<file path="config.mk">
export PLATFORM = sky130hd
export DESIGN_NAME = fhbi_host_port
export DESIGN_NICKNAME = d
export VERILOG_FILES = /design/src/fhbi_sync.v /design/src/fhbi_ready_watch.v /design/src/fhbi_host_port.v
export VERILOG_INCLUDE_DIRS = /design/src
export SDC_FILE = /design/constraint.sdc
export NUM_CORES = 1
export LEC_CHECK = 0
export ABC_AREA = 0
export BUFFER_PORTS_ARGS = -buffer_cell sky130_fd_sc_hd__buf_2
export CORE_UTILIZATION = 44
export DETAILED_ROUTE_END_ITERATION = 8
export HOLD_SLACK_MARGIN = 0.1
export PLACE_DENSITY_LB_ADDON = 0.12
export SETUP_SLACK_MARGIN = 0.4
export SLEW_MARGIN = 15
export SYNTH_ARGS = -nofsm -noshare
export SYNTH_HDL_FRONTEND = slang
export SYNTH_SLANG_ARGS = --single-unit
export TNS_END_PERCENT = 5
</file>
<file path="constraint.sdc">
create_clock -name clk -period 1.6 [get_ports clk]
set_input_delay 0.08 -clock clk [delete_from_list [all_inputs] [get_ports clk]]
set_output_delay 0.08 -clock clk [all_outputs]
set_load 0.01 [all_outputs]
</file>
<file path="src/fhbi_consts.vh">
// Constants shared by the host bus interface of the disk controller.
// Assumes inclusion by bare name from every design file of the block.
`ifndef FHBI_CONSTS_VH
`define FHBI_CONSTS_VH

// ---------------------------------------------------------------
// Register select codes
// ---------------------------------------------------------------
`define FHBI_RS_STATUS      1'b0
`define FHBI_RS_DATA        1'b1

// ---------------------------------------------------------------
// Bus style strap levels
// ---------------------------------------------------------------
`define FHBI_STYLE_STROBE   1'b0
`define FHBI_STYLE_ECLK     1'b1

// ---------------------------------------------------------------
// Interrupt cause bit positions and field width
// ---------------------------------------------------------------
`define FHBI_CAUSE_XFER     0
`define FHBI_CAUSE_RESULT   1
`define FHBI_CAUSE_SEEK     2
`define FHBI_CAUSE_READY    3
`define FHBI_CAUSE_W        4

// ---------------------------------------------------------------
// Reset values
// ---------------------------------------------------------------
`define FHBI_SYNC_RST       1'b1
`define FHBI_READY_RST      1'b0
`define FHBI_DATA_RST       8'h00
`define FHBI_CAUSE_RST      4'h0

`endif

</file>
<file path="src/fhbi_sync.v">
// Two-stage synchroniser for a group of asynchronous pins.
// Assumes each bit is a level that stays put for several clock cycles.
`timescale 1ns/1ps

module fhbi_sync #(
    parameter WIDTH = 16
) (
    input  wire             clk,
    input  wire             rstn,
    input  wire [WIDTH-1:0] asyncIn,
    output wire [WIDTH-1:0] syncOut
);

`include "fhbi_consts.vh"

// ---------------------------------------------------------------
// Per-bit chain
// ---------------------------------------------------------------
genvar gi;
generate
    for (gi = 0; gi < WIDTH; gi = gi + 1) begin : gBit
        reg firstStage;
        reg secondStage;
        // Only the second stage is ever read, so a metastable first
        // stage has a full cycle to settle
        always @(posedge clk) begin
            if (!rstn) begin
                firstStage  <= `FHBI_SYNC_RST;
                secondStage <= `FHBI_SYNC_RST;
            end else begin
                firstStage  <= asyncIn[gi];
                secondStage <= firstStage;
            end
        end
        assign syncOut[gi] = secondStage;
    end
endgenerate

endmodule

</file>
<file path="src/fhbi_ready_watch.v">
// Remembers each drive's ready level as seen at its last poll and
// pulses when a new poll sees a different level.
// Assumes pollStrobe and pollDrive come from the same clock domain.
`timescale 1ns/1ps

module fhbi_ready_watch #(
    parameter DRIVES = 4,
    parameter SEL_W  = 2
) (
    input  wire             clk,
    input  wire             rstn,
    input  wire             pollStrobe,
    input  wire [SEL_W-1:0] pollDrive,
    input  wire             readyLevel,
    output reg              readyChange
);

`include "fhbi_consts.vh"

wire [DRIVES-1:0] hit;

// ---------------------------------------------------------------
// Per-drive memory of the last polled level
// ---------------------------------------------------------------
genvar gd;
generate
    for (gd = 0; gd < DRIVES; gd = gd + 1) begin : gDrive
        reg lastReady;
        always @(posedge clk) begin
            if (!rstn) begin
                lastReady <= `FHBI_READY_RST;
            end else if (pollStrobe && pollDrive == gd) begin
                lastReady <= readyLevel;
            end
        end
        assign hit[gd] = pollStrobe && pollDrive == gd && lastReady != readyLevel;
    end
endgenerate

always @(posedge clk) begin
    if (!rstn) begin
        readyChange <= 1'b0;
    end else begin
        readyChange <= |hit;
    end
end

endmodule

</file>
<file path="src/fhbi_host_port.v">
// Host bus interface and interrupt logic of the disk controller.
// Assumes host pins are asynchronous and the command core runs on clk.
//
// Behaviour
// - Three states: idle, sleep, executing
// - Interrupt requests each programmed-transfer data byte
// - Interrupt on read/write end for result bytes
// - Interrupt when head seek or homing ends
// - Interrupt when polled drive ready level changed
// - Strap low selects strobe-style host bus
// - Strap high selects E-clock host bus
// - Strobe style: strobes time every register access
// - Strobe style: write captured at strobe rise
// - Late chip select only delays read data
// - Grant input selects data path without address
// - Active grant replaces chip select in DMA
// - E-clock style: interrupt pin is open-drain
// - E-clock style: direction inverts in DMA accesses
// - E-clock style: E clock times every access
// - E rise samples direction, select, register select
// - DMA uses E timing, grant acts as select
`timescale 1ns/1ps

module fhbi_host_port #(
    parameter DRIVES = 4,
    parameter SEL_W  = 2
) (
    input  wire             clk,
    input  wire             rstn,
    input  wire             busStyleSelect,
    input  wire             chipSelectN,
    input  wire             registerSelect,
    input  wire             readStrobeN,
    input  wire             writeStrobeN,
    input  wire             eClock,
    input  wire             rwDirection,
    input  wire             transferGrantN,
    input  wire [7:0]       hostDataIn,
    output reg  [7:0]       hostDataOut,
    output reg              hostDataOe,
    output reg              irqNOut,
    output reg              irqOe,
    input  wire             readyIn,
    input  wire [7:0]       statusByte,
    input  wire [7:0]       readByte,
    output reg              regWrite,
    output reg              regWriteSel,
    output reg  [7:0]       writeByte,
    output reg              regRead,
    output reg              regReadSel,
    output reg              dmaAccess,
    input  wire             programmedTransfer,
    input  wire             byteRequest,
    input  wire             rwTerminate,
    input  wire             seekDone,
    input  wire             pollStrobe,
    input  wire [SEL_W-1:0] pollDrive,
    input  wire             causeAck,
    input  wire             sleepCmd,
    input  wire             cmdStart,
    input  wire             cmdDone,
    output reg  [2:0]       opState,
    output reg  [3:0]       irqCause,
    output reg              eClockStyle
);

`include "fhbi_consts.vh"

localparam ST_IDLE  = 3'b001;
localparam ST_SLEEP = 3'b010;
localparam ST_EXEC  = 3'b100;

// ---------------------------------------------------------------
// Pin synchronisation
// ---------------------------------------------------------------
wire [16:0] pinsAsync;
wire [16:0] pinsSync;

assign pinsAsync = {readyIn, busStyleSelect, transferGrantN, rwDirection,
                    eClock, writeStrobeN, readStrobeN, registerSelect,
                    chipSelectN, hostDataIn};

fhbi_sync #(
    .WIDTH   (17)
) uSync (
    .clk     (clk),
    .rstn    (rstn),
    .asyncIn (pinsAsync),
    .syncOut (pinsSync)
);

wire [7:0] sData;
wire       sCsN;
wire       sRs;
wire       sRdN;
wire       sWrN;
wire       sE;
wire       sRw;
wire       sGrantN;
wire       sStyle;
wire       sReady;

assign sData   = pinsSync[7:0];
assign sCsN    = pinsSync[8];
assign sRs     = pinsSync[9];
assign sRdN    = pinsSync[10];
assign sWrN    = pinsSync[11];
assign sE      = pinsSync[12];
assign sRw     = pinsSync[13];
assign sGrantN = pinsSync[14];
assign sStyle  = pinsSync[15];
// Ready level of the polled drive; the mux sits outside the block,
// so a poll right after a drive change may still see the old level
assign sReady  = pinsSync[16];

// ---------------------------------------------------------------
// Selection and edge history
// ---------------------------------------------------------------
// A grant stands in for chip select and always means the data path
wire selDma;
wire selAny;

assign selDma = ~sGrantN;
assign selAny = ~sCsN | selDma;

reg rdPrevN;
reg wrPrevN;
reg ePrev;

always @(posedge clk) begin
    if (!rstn) begin
        rdPrevN <= `FHBI_SYNC_RST;
        wrPrevN <= `FHBI_SYNC_RST;
        ePrev   <= 1'b0;
    end else begin
        rdPrevN <= sRdN;
        wrPrevN <= sWrN;
        ePrev   <= sE;
    end
end

wire rdRise;
wire wrRise;
wire eRise;
wire eFall;

assign rdRise = ~rdPrevN & sRdN;
assign wrRise = ~wrPrevN & sWrN;
assign eRise  = ~ePrev & sE;
assign eFall  = ePrev & ~sE;

// Strap is taken after reset release, never under reset itself
always @(posedge clk) begin
    if (!rstn) begin
        eClockStyle <= `FHBI_STYLE_STROBE;
    end else begin
        eClockStyle <= sStyle;
    end
end

// ---------------------------------------------------------------
// Strobe-style access tracking
// ---------------------------------------------------------------
reg       rdHit;
reg       rdDma;
reg       rdRs;
reg       wrHit;
reg       wrDma;
reg       wrRs;
reg [7:0] wrData;

always @(posedge clk) begin
    if (!rstn) begin
        rdHit  <= 1'b0;
        rdDma  <= 1'b0;
        rdRs   <= `FHBI_RS_STATUS;
        wrHit  <= 1'b0;
        wrDma  <= 1'b0;
        wrRs   <= `FHBI_RS_STATUS;
        wrData <= `FHBI_DATA_RST;
    end else begin
        // Select may arrive after the strobe; it is re-checked every
        // cycle of the low phase, so a late select only delays data
        if (!sRdN) begin
            rdHit <= selAny;
            rdDma <= selDma;
            rdRs  <= sRs;
        end else begin
            rdHit <= 1'b0;
        end
        // Track the last low-phase values so the rise commits them
        if (!sWrN) begin
            wrHit  <= selAny;
            wrDma  <= selDma;
            wrRs   <= sRs;
            wrData <= sData;
        end
    end
end

// ---------------------------------------------------------------
// E-clock style access tracking
// ---------------------------------------------------------------
reg eAcc;
reg eDma;
reg eRead;
reg eRs;

always @(posedge clk) begin
    if (!rstn) begin
        eAcc  <= 1'b0;
        eDma  <= 1'b0;
        eRead <= 1'b0;
        eRs   <= `FHBI_RS_STATUS;
    end else if (eRise) begin
        eAcc  <= selAny;
        eDma  <= selDma;
        eRead <= selDma ? ~sRw : sRw;
        eRs   <= sRs;
    end else if (eFall) begin
        eAcc  <= 1'b0;
    end
end

// ---------------------------------------------------------------
// Access pulses towards the command core
// ---------------------------------------------------------------
reg       next_regWrite;
reg       next_regWriteSel;
reg [7:0] next_writeByte;
reg       next_regRead;
reg       next_regReadSel;
reg       next_dmaAccess;

always @* begin
    next_regWrite    = 1'b0;
    next_regWriteSel = `FHBI_RS_STATUS;
    next_writeByte   = writeByte;
    next_regRead     = 1'b0;
    next_regReadSel  = `FHBI_RS_STATUS;
    next_dmaAccess   = 1'b0;
    if (eClockStyle == `FHBI_STYLE_STROBE) begin
        if (wrRise && wrHit) begin
            next_regWrite    = 1'b1;
            next_regWriteSel = wrDma ? `FHBI_RS_DATA : wrRs;
            next_writeByte   = wrData;
            next_dmaAccess   = wrDma;
        end
        if (rdRise && rdHit) begin
            next_regRead    = 1'b1;
            next_regReadSel = rdDma ? `FHBI_RS_DATA : rdRs;
            next_dmaAccess  = rdDma;
        end
    end else if (eFall && eAcc) begin
        // Write data is taken from the first synchronised sample after E falls
        next_regWrite    = ~eRead;
        next_regRead     = eRead;
        next_regWriteSel = eDma ? `FHBI_RS_DATA : eRs;
        next_regReadSel  = eDma ? `FHBI_RS_DATA : eRs;
        next_writeByte   = eRead ? writeByte : sData;
        next_dmaAccess   = eDma;
    end
end

always @(posedge clk) begin
    if (!rstn) begin
        regWrite    <= 1'b0;
        regWriteSel <= `FHBI_RS_STATUS;
        writeByte   <= `FHBI_DATA_RST;
        regRead     <= 1'b0;
        regReadSel  <= `FHBI_RS_STATUS;
        dmaAccess   <= 1'b0;
    end else begin
        regWrite    <= next_regWrite;
        regWriteSel <= next_regWriteSel;
        writeByte   <= next_writeByte;
        regRead     <= next_regRead;
        regReadSel  <= next_regReadSel;
        dmaAccess   <= next_dmaAccess;
    end
end

// ---------------------------------------------------------------
// Read data drive
// ---------------------------------------------------------------
wire driveStrobe;
wire driveE;
wire driveSel;

assign driveStrobe = (eClockStyle == `FHBI_STYLE_STROBE) && rdHit && !sRdN;
assign driveE      = (eClockStyle == `FHBI_STYLE_ECLK) && eAcc && eRead && sE;
assign driveSel    = driveStrobe ? (rdDma | rdRs) : (eDma | eRs);

always @(posedge clk) begin
    if (!rstn) begin
        hostDataOut <= `FHBI_DATA_RST;
        hostDataOe  <= 1'b0;
    end else begin
        hostDataOe  <= driveStrobe | driveE;
        hostDataOut <= (driveSel == `FHBI_RS_DATA) ? readByte : statusByte;
    end
end

// ---------------------------------------------------------------
// Operating state
// ---------------------------------------------------------------
always @(posedge clk) begin
    if (!rstn) begin
        opState <= ST_IDLE;
    end else begin
        case (opState)
            ST_IDLE: begin
                if (cmdStart) begin
                    opState <= ST_EXEC;
                end else if (sleepCmd) begin
                    opState <= ST_SLEEP;
                end
            end
            ST_SLEEP: begin
                // Sleep still waits for commands
                if (cmdStart) begin
                    opState <= ST_EXEC;
                end
            end
            ST_EXEC: begin
                if (cmdDone) begin
                    opState <= ST_IDLE;
                end
            end
            default: begin
                opState <= ST_IDLE;
            end
        endcase
    end
end

// ---------------------------------------------------------------
// Interrupt causes
// ---------------------------------------------------------------
wire readyChange;

fhbi_ready_watch #(
    .DRIVES      (DRIVES),
    .SEL_W       (SEL_W)
) uReady (
    .clk         (clk),
    .rstn        (rstn),
    .pollStrobe  (pollStrobe),
    .pollDrive   (pollDrive),
    .readyLevel  (sReady),
    .readyChange (readyChange)
);

wire dataTouched;
wire dataReadDone;
wire [3:0] causeSet;
wire [3:0] causeClr;

assign dataTouched  = (regRead && regReadSel == `FHBI_RS_DATA) ||
                      (regWrite && regWriteSel == `FHBI_RS_DATA);
assign dataReadDone = regRead && regReadSel == `FHBI_RS_DATA;

assign causeSet[`FHBI_CAUSE_XFER]   = programmedTransfer & byteRequest;
assign causeSet[`FHBI_CAUSE_RESULT] = rwTerminate;
assign causeSet[`FHBI_CAUSE_SEEK]   = seekDone;
assign causeSet[`FHBI_CAUSE_READY]  = readyChange;

assign causeClr[`FHBI_CAUSE_XFER]   = dataTouched;
assign causeClr[`FHBI_CAUSE_RESULT] = dataReadDone;
assign causeClr[`FHBI_CAUSE_SEEK]   = causeAck;
assign causeClr[`FHBI_CAUSE_READY]  = causeAck;

// A new event in the clearing cycle survives the clear
always @(posedge clk) begin
    if (!rstn) begin
        irqCause <= `FHBI_CAUSE_RST;
    end else begin
        irqCause <= causeSet | (irqCause & ~causeClr);
    end
end

// ---------------------------------------------------------------
// Interrupt pin
// ---------------------------------------------------------------
// irqCause is also offered to the core so that the status byte it
// returns tells the host which cause is pending
always @(posedge clk) begin
    if (!rstn) begin
        irqNOut <= 1'b1;
        irqOe   <= 1'b0;
    end else if (eClockStyle == `FHBI_STYLE_ECLK) begin
        irqNOut <= 1'b0;
        irqOe   <= |irqCause;
    end else begin
        irqNOut <= ~(|irqCause);
        irqOe   <= 1'b1;
    end
end

endmodule

</file>
==> results.ini, run 1 <==
[synth]
syn-num-nets=377
synth_largest_area_cell=dfxtp_1
async_reset_ff_frac=0
yosysMostFrequentCell=dfxtp_1
synth_cell_types=42
synth_edf_count=0
ys_seq_area_frac=0.527
synth_area_sq_um=3500
synth.area.top_cells=dfxtp_1 53%, mux2i_1 6.9%, nand2b_1 6.4%
netlist_instances=329
ys.flop_type=dfxtp_1
syn_area_per_cell_sq_um=10.6
ys_ff_latch=92
yosysWarnings=0
yosys-top-cells-count=92 x dfxtp_1, 36 x nand2b_1, 25 x nand4_1
synth_top_area_frac=0.527

[drt]
drt_iter0_drc=98
drc=0
wl_mm=7.22
via_per_inst=4.97
avgRoutedWirePerCell_microns=13.1
antenna_left=0
first_pass_iters=4
num_vias=2749

[timing]
slew_headroom=0.783
worst_pin_slew_ns=0.323
hold_slack_ns=0.116
skew_ns=0.00694
finalSetupTns_ns=0
finalCriticalPeriod_ns=1.31
rsz0062_at_grt=yes
finalMaxSlewViolations=0
post-route-period-util=0.817
fmax_mhz=765
setup_viol=0
finalHoldViolations=0

[clock_tree]
htreeDepth=3
clk_path_buf_depth=2
clock-root-buffer=clkbuf_8
cts_buffers=9
insertion_delay_ns=0.34
clock_sinks=92
cts_tree=yes
clkSlewWorstSetupHoldPaths_ns=0.08

[critical_path]
cp_slowest_cell=dfxtp_2
crit_arrival_ns=1.54
crit_fanout=9
required_ns=1.84
cp_num_buf_inv=1
critPathTopFamily=simple AND/OR/NAND/NOR gates
path_cells=inv_2, ha_2, and4b_1, or2_4, o211a_1
rr_startpoint=uSync.gBit[12].secondStage
r2r-end=writeByte[3]
critPathMaxStageDelay_ns=0.35
r2r_slack_ns=0.29
path_class=reg2reg
start_kind=register
ff2ff_path_depth=5
cp-end-kind=register

[power_and_ir_drop]
cellPowerDensity_nw_per_um2=961
power_frac_comb=0.113
switchingPower_w=0.00102
leakagePower_nw=2.10
p_sw_frac=0.230
power_frac_seq=0.555
pwr-share-clk=0.332
ir_drop_mv=0.653
power.internal_w=0.00341

[global_route]
grt_first_pass_wirelength_mm=12.2
grt_max_degree=55
grt_usage=0.183
grt_antenna_before_repair=0
grt_pass1_vias=2626
gr-total-overflow=0

[placement]
place.gp.congestion=0.735
dpl.hpwl_mm=4.37
io_buffers=77

[run]
maxCapViolations=0

[floorplan]
start_util=0.455
core_sq_um=7690
die_area_sq_um=8310
dieHeight_microns=91.2
pin_count=78
row_count=32
die_width_microns=91.2

[min_path]
min_to=uSync.gBit[16].firstStage
min_path_type=in2reg
hold_depth=2
min_from=rstn

[cells_and_area]
fin_nets=494
drive_gt1_frac=0.244
insertedDiodeCount=0
syn2layout_area_growth_pct=31.6

[status]
status=finished clean

## how the worst max path moves through the flow
stage                                from             end  slack, ns  depth (start not counted)
5_1_grt        uSync.gBit[12].secondStage    writeByte[4]       0.23                          5
3_3_place_gp   uSync.gBit[12].secondStage    writeByte[5]       0.20                          5
3_5_place_dp                  eClockStyle  hostDataOut[5]       0.17                          3
4_1_cts        uSync.gBit[12].secondStage    writeByte[7]       0.29                          5
6_report       uSync.gBit[12].secondStage    writeByte[3]       0.29                          5
2_1_floorplan  uSync.gBit[12].secondStage    writeByte[0]       0.13                          7
## sequential cells by signal (all words and copies together), names as in the netlist, 3 cells and up
name / flops
opState: 3
uSync.gBit.secondStage: 17
writeByte: 8
uSync.gBit.firstStage: 17
hostDataOut: 8
wrData: 8
irqCause: 4
uReady.gDrive.lastReady: 4
## layout make-up
| class | instances | area, sq um |
|---|---|---|
| Multi-Input combinational cell | 207 | 1500 |
| Clock inverter | 4 | 50.0 |
| Sequential cell | 92 | 1840 |
| Clock buffer | 12 | 135 |
| Inverter | 4 | 15.0 |
| Tap cell | 102 | 128 |
| Timing Repair Buffer | 132 | 927 |
| Fill cell | 696 | 3080 |
## logic make-up after synthesis
family                   Yosys count  synth area share
adder cells (fa/ha/maj)            2           0.00715
AO/OA/AOI/OAI                     42            0.0859
buffers and inverters             30            0.0454
AND/OR/NAND/NOR                  136             0.255
XOR/XNOR                           2           0.00501
multiplexers                      25            0.0751
flip-flops                        92             0.527
## power by group through the flow
stage / sequential [W] / clock [W] / combinational (W)
detailed placement: 0.00251 / 0 / 0.000411
CTS: 0.00246 / 0.00152 / 0.000501
finish: 0.00245 / 0.00147 / 0.000498
global route: 0.00247 / 0.00161 / 0.000550
global placement: 0.00251 / 0 / 0.000401
floorplan: 0.00251 / 0 / 0.000246
## layout by cell type (no fill, tap or decap), drive strengths merged, types with 3 or more instances in the layout
| master | Yosys | final |
|---|---|---|
| dlygate4sd3 | 0 | 44 |
| o211a | 11 | 11 |
| a21oi | 5 | 5 |
| nand3b | 3 | 3 |
| clkbuf | 12 | 12 |
| mux2i | 24 | 24 |
| o21ai | 13 | 13 |
| o21a | 4 | 4 |
| dfxtp | 92 | 92 |
| nand4b | 16 | 16 |
| nand2 | 10 | 10 |
| and2 | 6 | 6 |
| nor2b | 23 | 23 |
| nand2b | 36 | 36 |
| inv | 4 | 4 |
| buf | 14 | 88 |
| nand4 | 25 | 25 |
| a21boi | 5 | 5 |
## what timing repair did
action / in CTS / in global routing
endpoints found under the hold margin: 35 / 0
pin swaps: 1 / 0
resized for setup: 4 / 0
hold buffers: 44 / 0
endpoints found under the setup margin: 22 / 24
buffers inserted: 1 / 0
## stage by stage
stage               std cells  setup slack, ns  cell area (sq um)  total power [W]   util
global route              553            0.234               4600          0.00463  0.599
finish                    553            0.292               4600          0.00442  0.599
detailed placement        492            0.168               3960          0.00292  0.515
CTS                       553            0.294               4600          0.00447  0.599
floorplan                 329            0.135               3500          0.00276      -
global placement          492            0.202               3960          0.00291  0.515
## metal layers
layer / routed length [microns] / global-route usage / up-vias / part of all wire
li1: - / - / 1393 / -
met1: 3430 / 0.239 / 1286 / 0.48
met2: 3370 / 0.297 / 58 / 0.47
met3: 295 / 0.0360 / 12 / 0.041
met4: 125 / 0.0728 / 0 / 0.017
met5: 0 / 0 / - / 0
Power figures use the tool's default switching activity.
==> run 2: changes to the inputs <==
- clock period: 1.6 -> 1.2 ns (I/O delays scaled with it)
==> results.ini, run 2 (synthesized netlist as in run 1, its figures left out) <==
[status]
status=finished with violations  ; was finished clean
violations=setup timing

[placement]
dpl.hpwl_mm=4.44  ; was 4.37 mm
place.gp.congestion=0.770  ; was 0.735
io_buffers=77  ; unchanged

[timing]
finalMaxSlewViolations=0  ; unchanged
slew_headroom=0.777  ; was 0.783
finalSetupTns_ns=-0.812  ; was 0 ns
fmax_mhz=770  ; was 765 MHz
rsz0062_at_grt=yes  ; unchanged
setup_viol=19  ; was 0
post-route-period-util=1.08  ; was 0.817
finalCriticalPeriod_ns=1.30  ; was 1.31 ns
worst_pin_slew_ns=0.335  ; was 0.323 ns
skew_ns=0.0161  ; was 0.00694 ns
worst_slack_ns=-0.0991  ; was 0.292 ns
finalHoldViolations=0  ; unchanged
hold_slack_ns=0.0586  ; was 0.116 ns

[critical_path]
rr_startpoint=uSync.gBit[12].secondStage  ; unchanged
crit_fanout=5  ; was 9
critPathTopFamily=simple AND/OR/NAND/NOR gates  ; unchanged
ff2ff_path_depth=5  ; unchanged
critPathMaxStageDelay_ns=0.34  ; was 0.35 ns
cp-end-kind=register  ; unchanged
start_kind=register  ; unchanged
cp_slowest_cell=dfxtp_2  ; unchanged
cp_num_buf_inv=1  ; unchanged
path_class=reg2reg  ; unchanged
r2r-end=writeByte[5]  ; was writeByte[3]
r2r_slack_ns=-0.1  ; was 0.29 ns
path_cells=inv_2, ha_4, and4b_1, or2_4, o211a_1  ; was inv_2, ha_2, and4b_1, or2_4, o211a_1
crit_arrival_ns=1.57  ; was 1.54 ns
required_ns=1.47  ; was 1.84 ns

[cells_and_area]
num-fill-cells=642  ; was 696
insertedDiodeCount=0  ; unchanged
reg.largest.list=uSync.gBit.firstStage: 17 flops, uSync.gBit.secondStage: 17 flops  ; unchanged
fin_nets=505  ; was 494
syn2layout_area_growth_pct=40.1  ; was 31.6%
mostFrequentLayoutCells=75 x dfxtp_1, 69 x buf_2, 42 x dlygate4sd3_1, 35 x nand2b_1, 25 x nand4_1  ; was 90 x dfxtp_1, 76 x buf_2, 44 x dlygate4sd3_1, 36 x nand2b_1, 25 x nand4_1
final_common_cell=dfxtp_1  ; unchanged
drive_gt1_frac=0.333  ; was 0.244

[drt]
num_vias=2824  ; was 2,749
drt_iter0_drc=71  ; was 98
drc=0  ; unchanged
first_pass_iters=4  ; unchanged
wl_mm=7.52  ; was 7.22 mm
avgRoutedWirePerCell_microns=13.3  ; was 13.1 microns
antenna_left=0  ; unchanged
via_per_inst=5.01  ; was 4.97

[clock_tree]
cts_tree=yes  ; unchanged
htreeDepth=3  ; unchanged
clkSlewWorstSetupHoldPaths_ns=0.10  ; was 0.08 ns
cts_hold_buffers=43  ; was 44
clk_path_buf_depth=2  ; unchanged
clock_sinks=92  ; unchanged
insertion_delay_ns=0.36  ; was 0.34 ns
clock-root-buffer=clkbuf_8  ; unchanged
cts_buffers=9  ; unchanged

[power_and_ir_drop]
power.internal_w=0.00465  ; was 0.00341 W
switchingPower_w=0.00156  ; was 0.00102 W
power_frac_seq=0.529  ; was 0.555
power_frac_comb=0.118  ; was 0.113
leakagePower_nw=2.23  ; was 2.10 nW
ir_drop_mv=0.708  ; was 0.653 mV
p_sw_frac=0.251  ; was 0.230
cellPowerDensity_nw_per_um2=1270  ; was 961 nW/um^2
pwr-share-clk=0.352  ; was 0.332

[global_route]
grt_max_degree=33  ; was 55
grt_first_pass_wirelength_mm=12.0  ; was 12.2 mm
grt_pass1_vias=2639  ; was 2,626
grt_antenna_before_repair=0  ; unchanged
grt_usage=0.183  ; about the same
gr-total-overflow=0  ; unchanged

[floorplan]
dieHeight_microns=91.2  ; unchanged
start_util=0.455  ; unchanged
pin_count=78  ; unchanged
core_sq_um=7690  ; unchanged
die_width_microns=91.2  ; unchanged
die_area_sq_um=8310  ; unchanged
row_count=32  ; unchanged

[min_path]
min_path_type=in2reg  ; unchanged
min_to=opState[2]  ; was uSync.gBit[16].firstStage
hold_depth=3  ; was 2
min_from=cmdDone  ; was rstn

[run]
maxCapViolations=0  ; unchanged

-- run 2: cell types whose count changed in the layout (fill, tap and decap cells not counted), moves of 3 or more --
cell and delta:
buf_6 +10, clkbuf_1 -3, dfxtp_1 -15, o21ai_0 -6, buf_4 +7, buf_2 -7, dfxtp_2 +13, o21ai_1 +5
a21boi_0 -3
-- run 2: power groups by stage --
stage	clock [W]	combinational, W	sequential [W]
floorplan	0	0.000328	0.00335
global placement	0	0.000556	0.00334
detailed placement	0	0.000569	0.00334
CTS	0.00224	0.000716	0.00329
global route	0.00240	0.000808	0.00331
finish	0.00219	0.000736	0.00329
-- run 2: worst max path at each step --
| stage | slack, ns | end | startpoint | cells past startpoint |
|---|---|---|---|---|
| after global routing | -0.13 | writeByte[5] | uSync.gBit[12].secondStage | 5 |
| final | -0.1 | writeByte[5] | uSync.gBit[12].secondStage | 5 |
| after detailed placement | -0.21 | writeByte[5] | uSync.gBit[12].secondStage | 5 |
| after floorplan | -0.27 | writeByte[0] | uSync.gBit[12].secondStage | 7 |
| after CTS | -0.11 | writeByte[7] | uSync.gBit[12].secondStage | 5 |
| after global placement | -0.18 | writeByte[6] | uSync.gBit[12].secondStage | 5 |
-- run 2: worst min-delay path, cell delays in order --
cell,delay (ns)
buf_2,0.10
nor4_4,0.05
o21a_1,0.18
-- run 2: layer usage --
metal	global-route usage	part of all wire	vias up	routed length (microns)
met5	0	0	-	0
met4	0.0833	0.017	0	131
met3	0.0352	0.035	11	265
met2	0.303	0.48	68	3640
met1	0.229	0.46	1326	3490
li1	-	-	1419	-
-- run 2: area by class of cell --
type / instances / area (sq um) / share of cell area
repair buffers: 142 / 1070 / 0.218
flip-flops and latches: 92 / 1870 / 0.381
inverters: 4 / 15.0 / 0.00306
clock buffers: 9 / 124 / 0.0253
well taps: 102 / 128 / 0.0260
clock inverters: 7 / 92.6 / 0.0189
multi-input cells: 208 / 1600 / 0.327
-- run 2: timing repair --
action / in CTS / in global routing
gates resized for setup: 47 / 19
setup endpoints to repair: 78 / 85
setup buffers: 0 / 2
hold endpoints to repair: 35 / 1
gates cloned: 1 / 1
pin swaps: 14 / 12
-- run 2: stage by stage --
step           cell area, sq um   util  total power, W  cells  worst slack, ns
6_report                   4900  0.638         0.00621    564          -0.0991
5_1_grt                    4900  0.638         0.00652    564           -0.128
4_1_cts                    4830  0.628         0.00625    561           -0.105
3_5_place_dp               4030  0.524         0.00391    501           -0.211
3_3_place_gp               4030  0.524         0.00389    501           -0.180
2_1_floorplan              3500      -         0.00368    329           -0.265
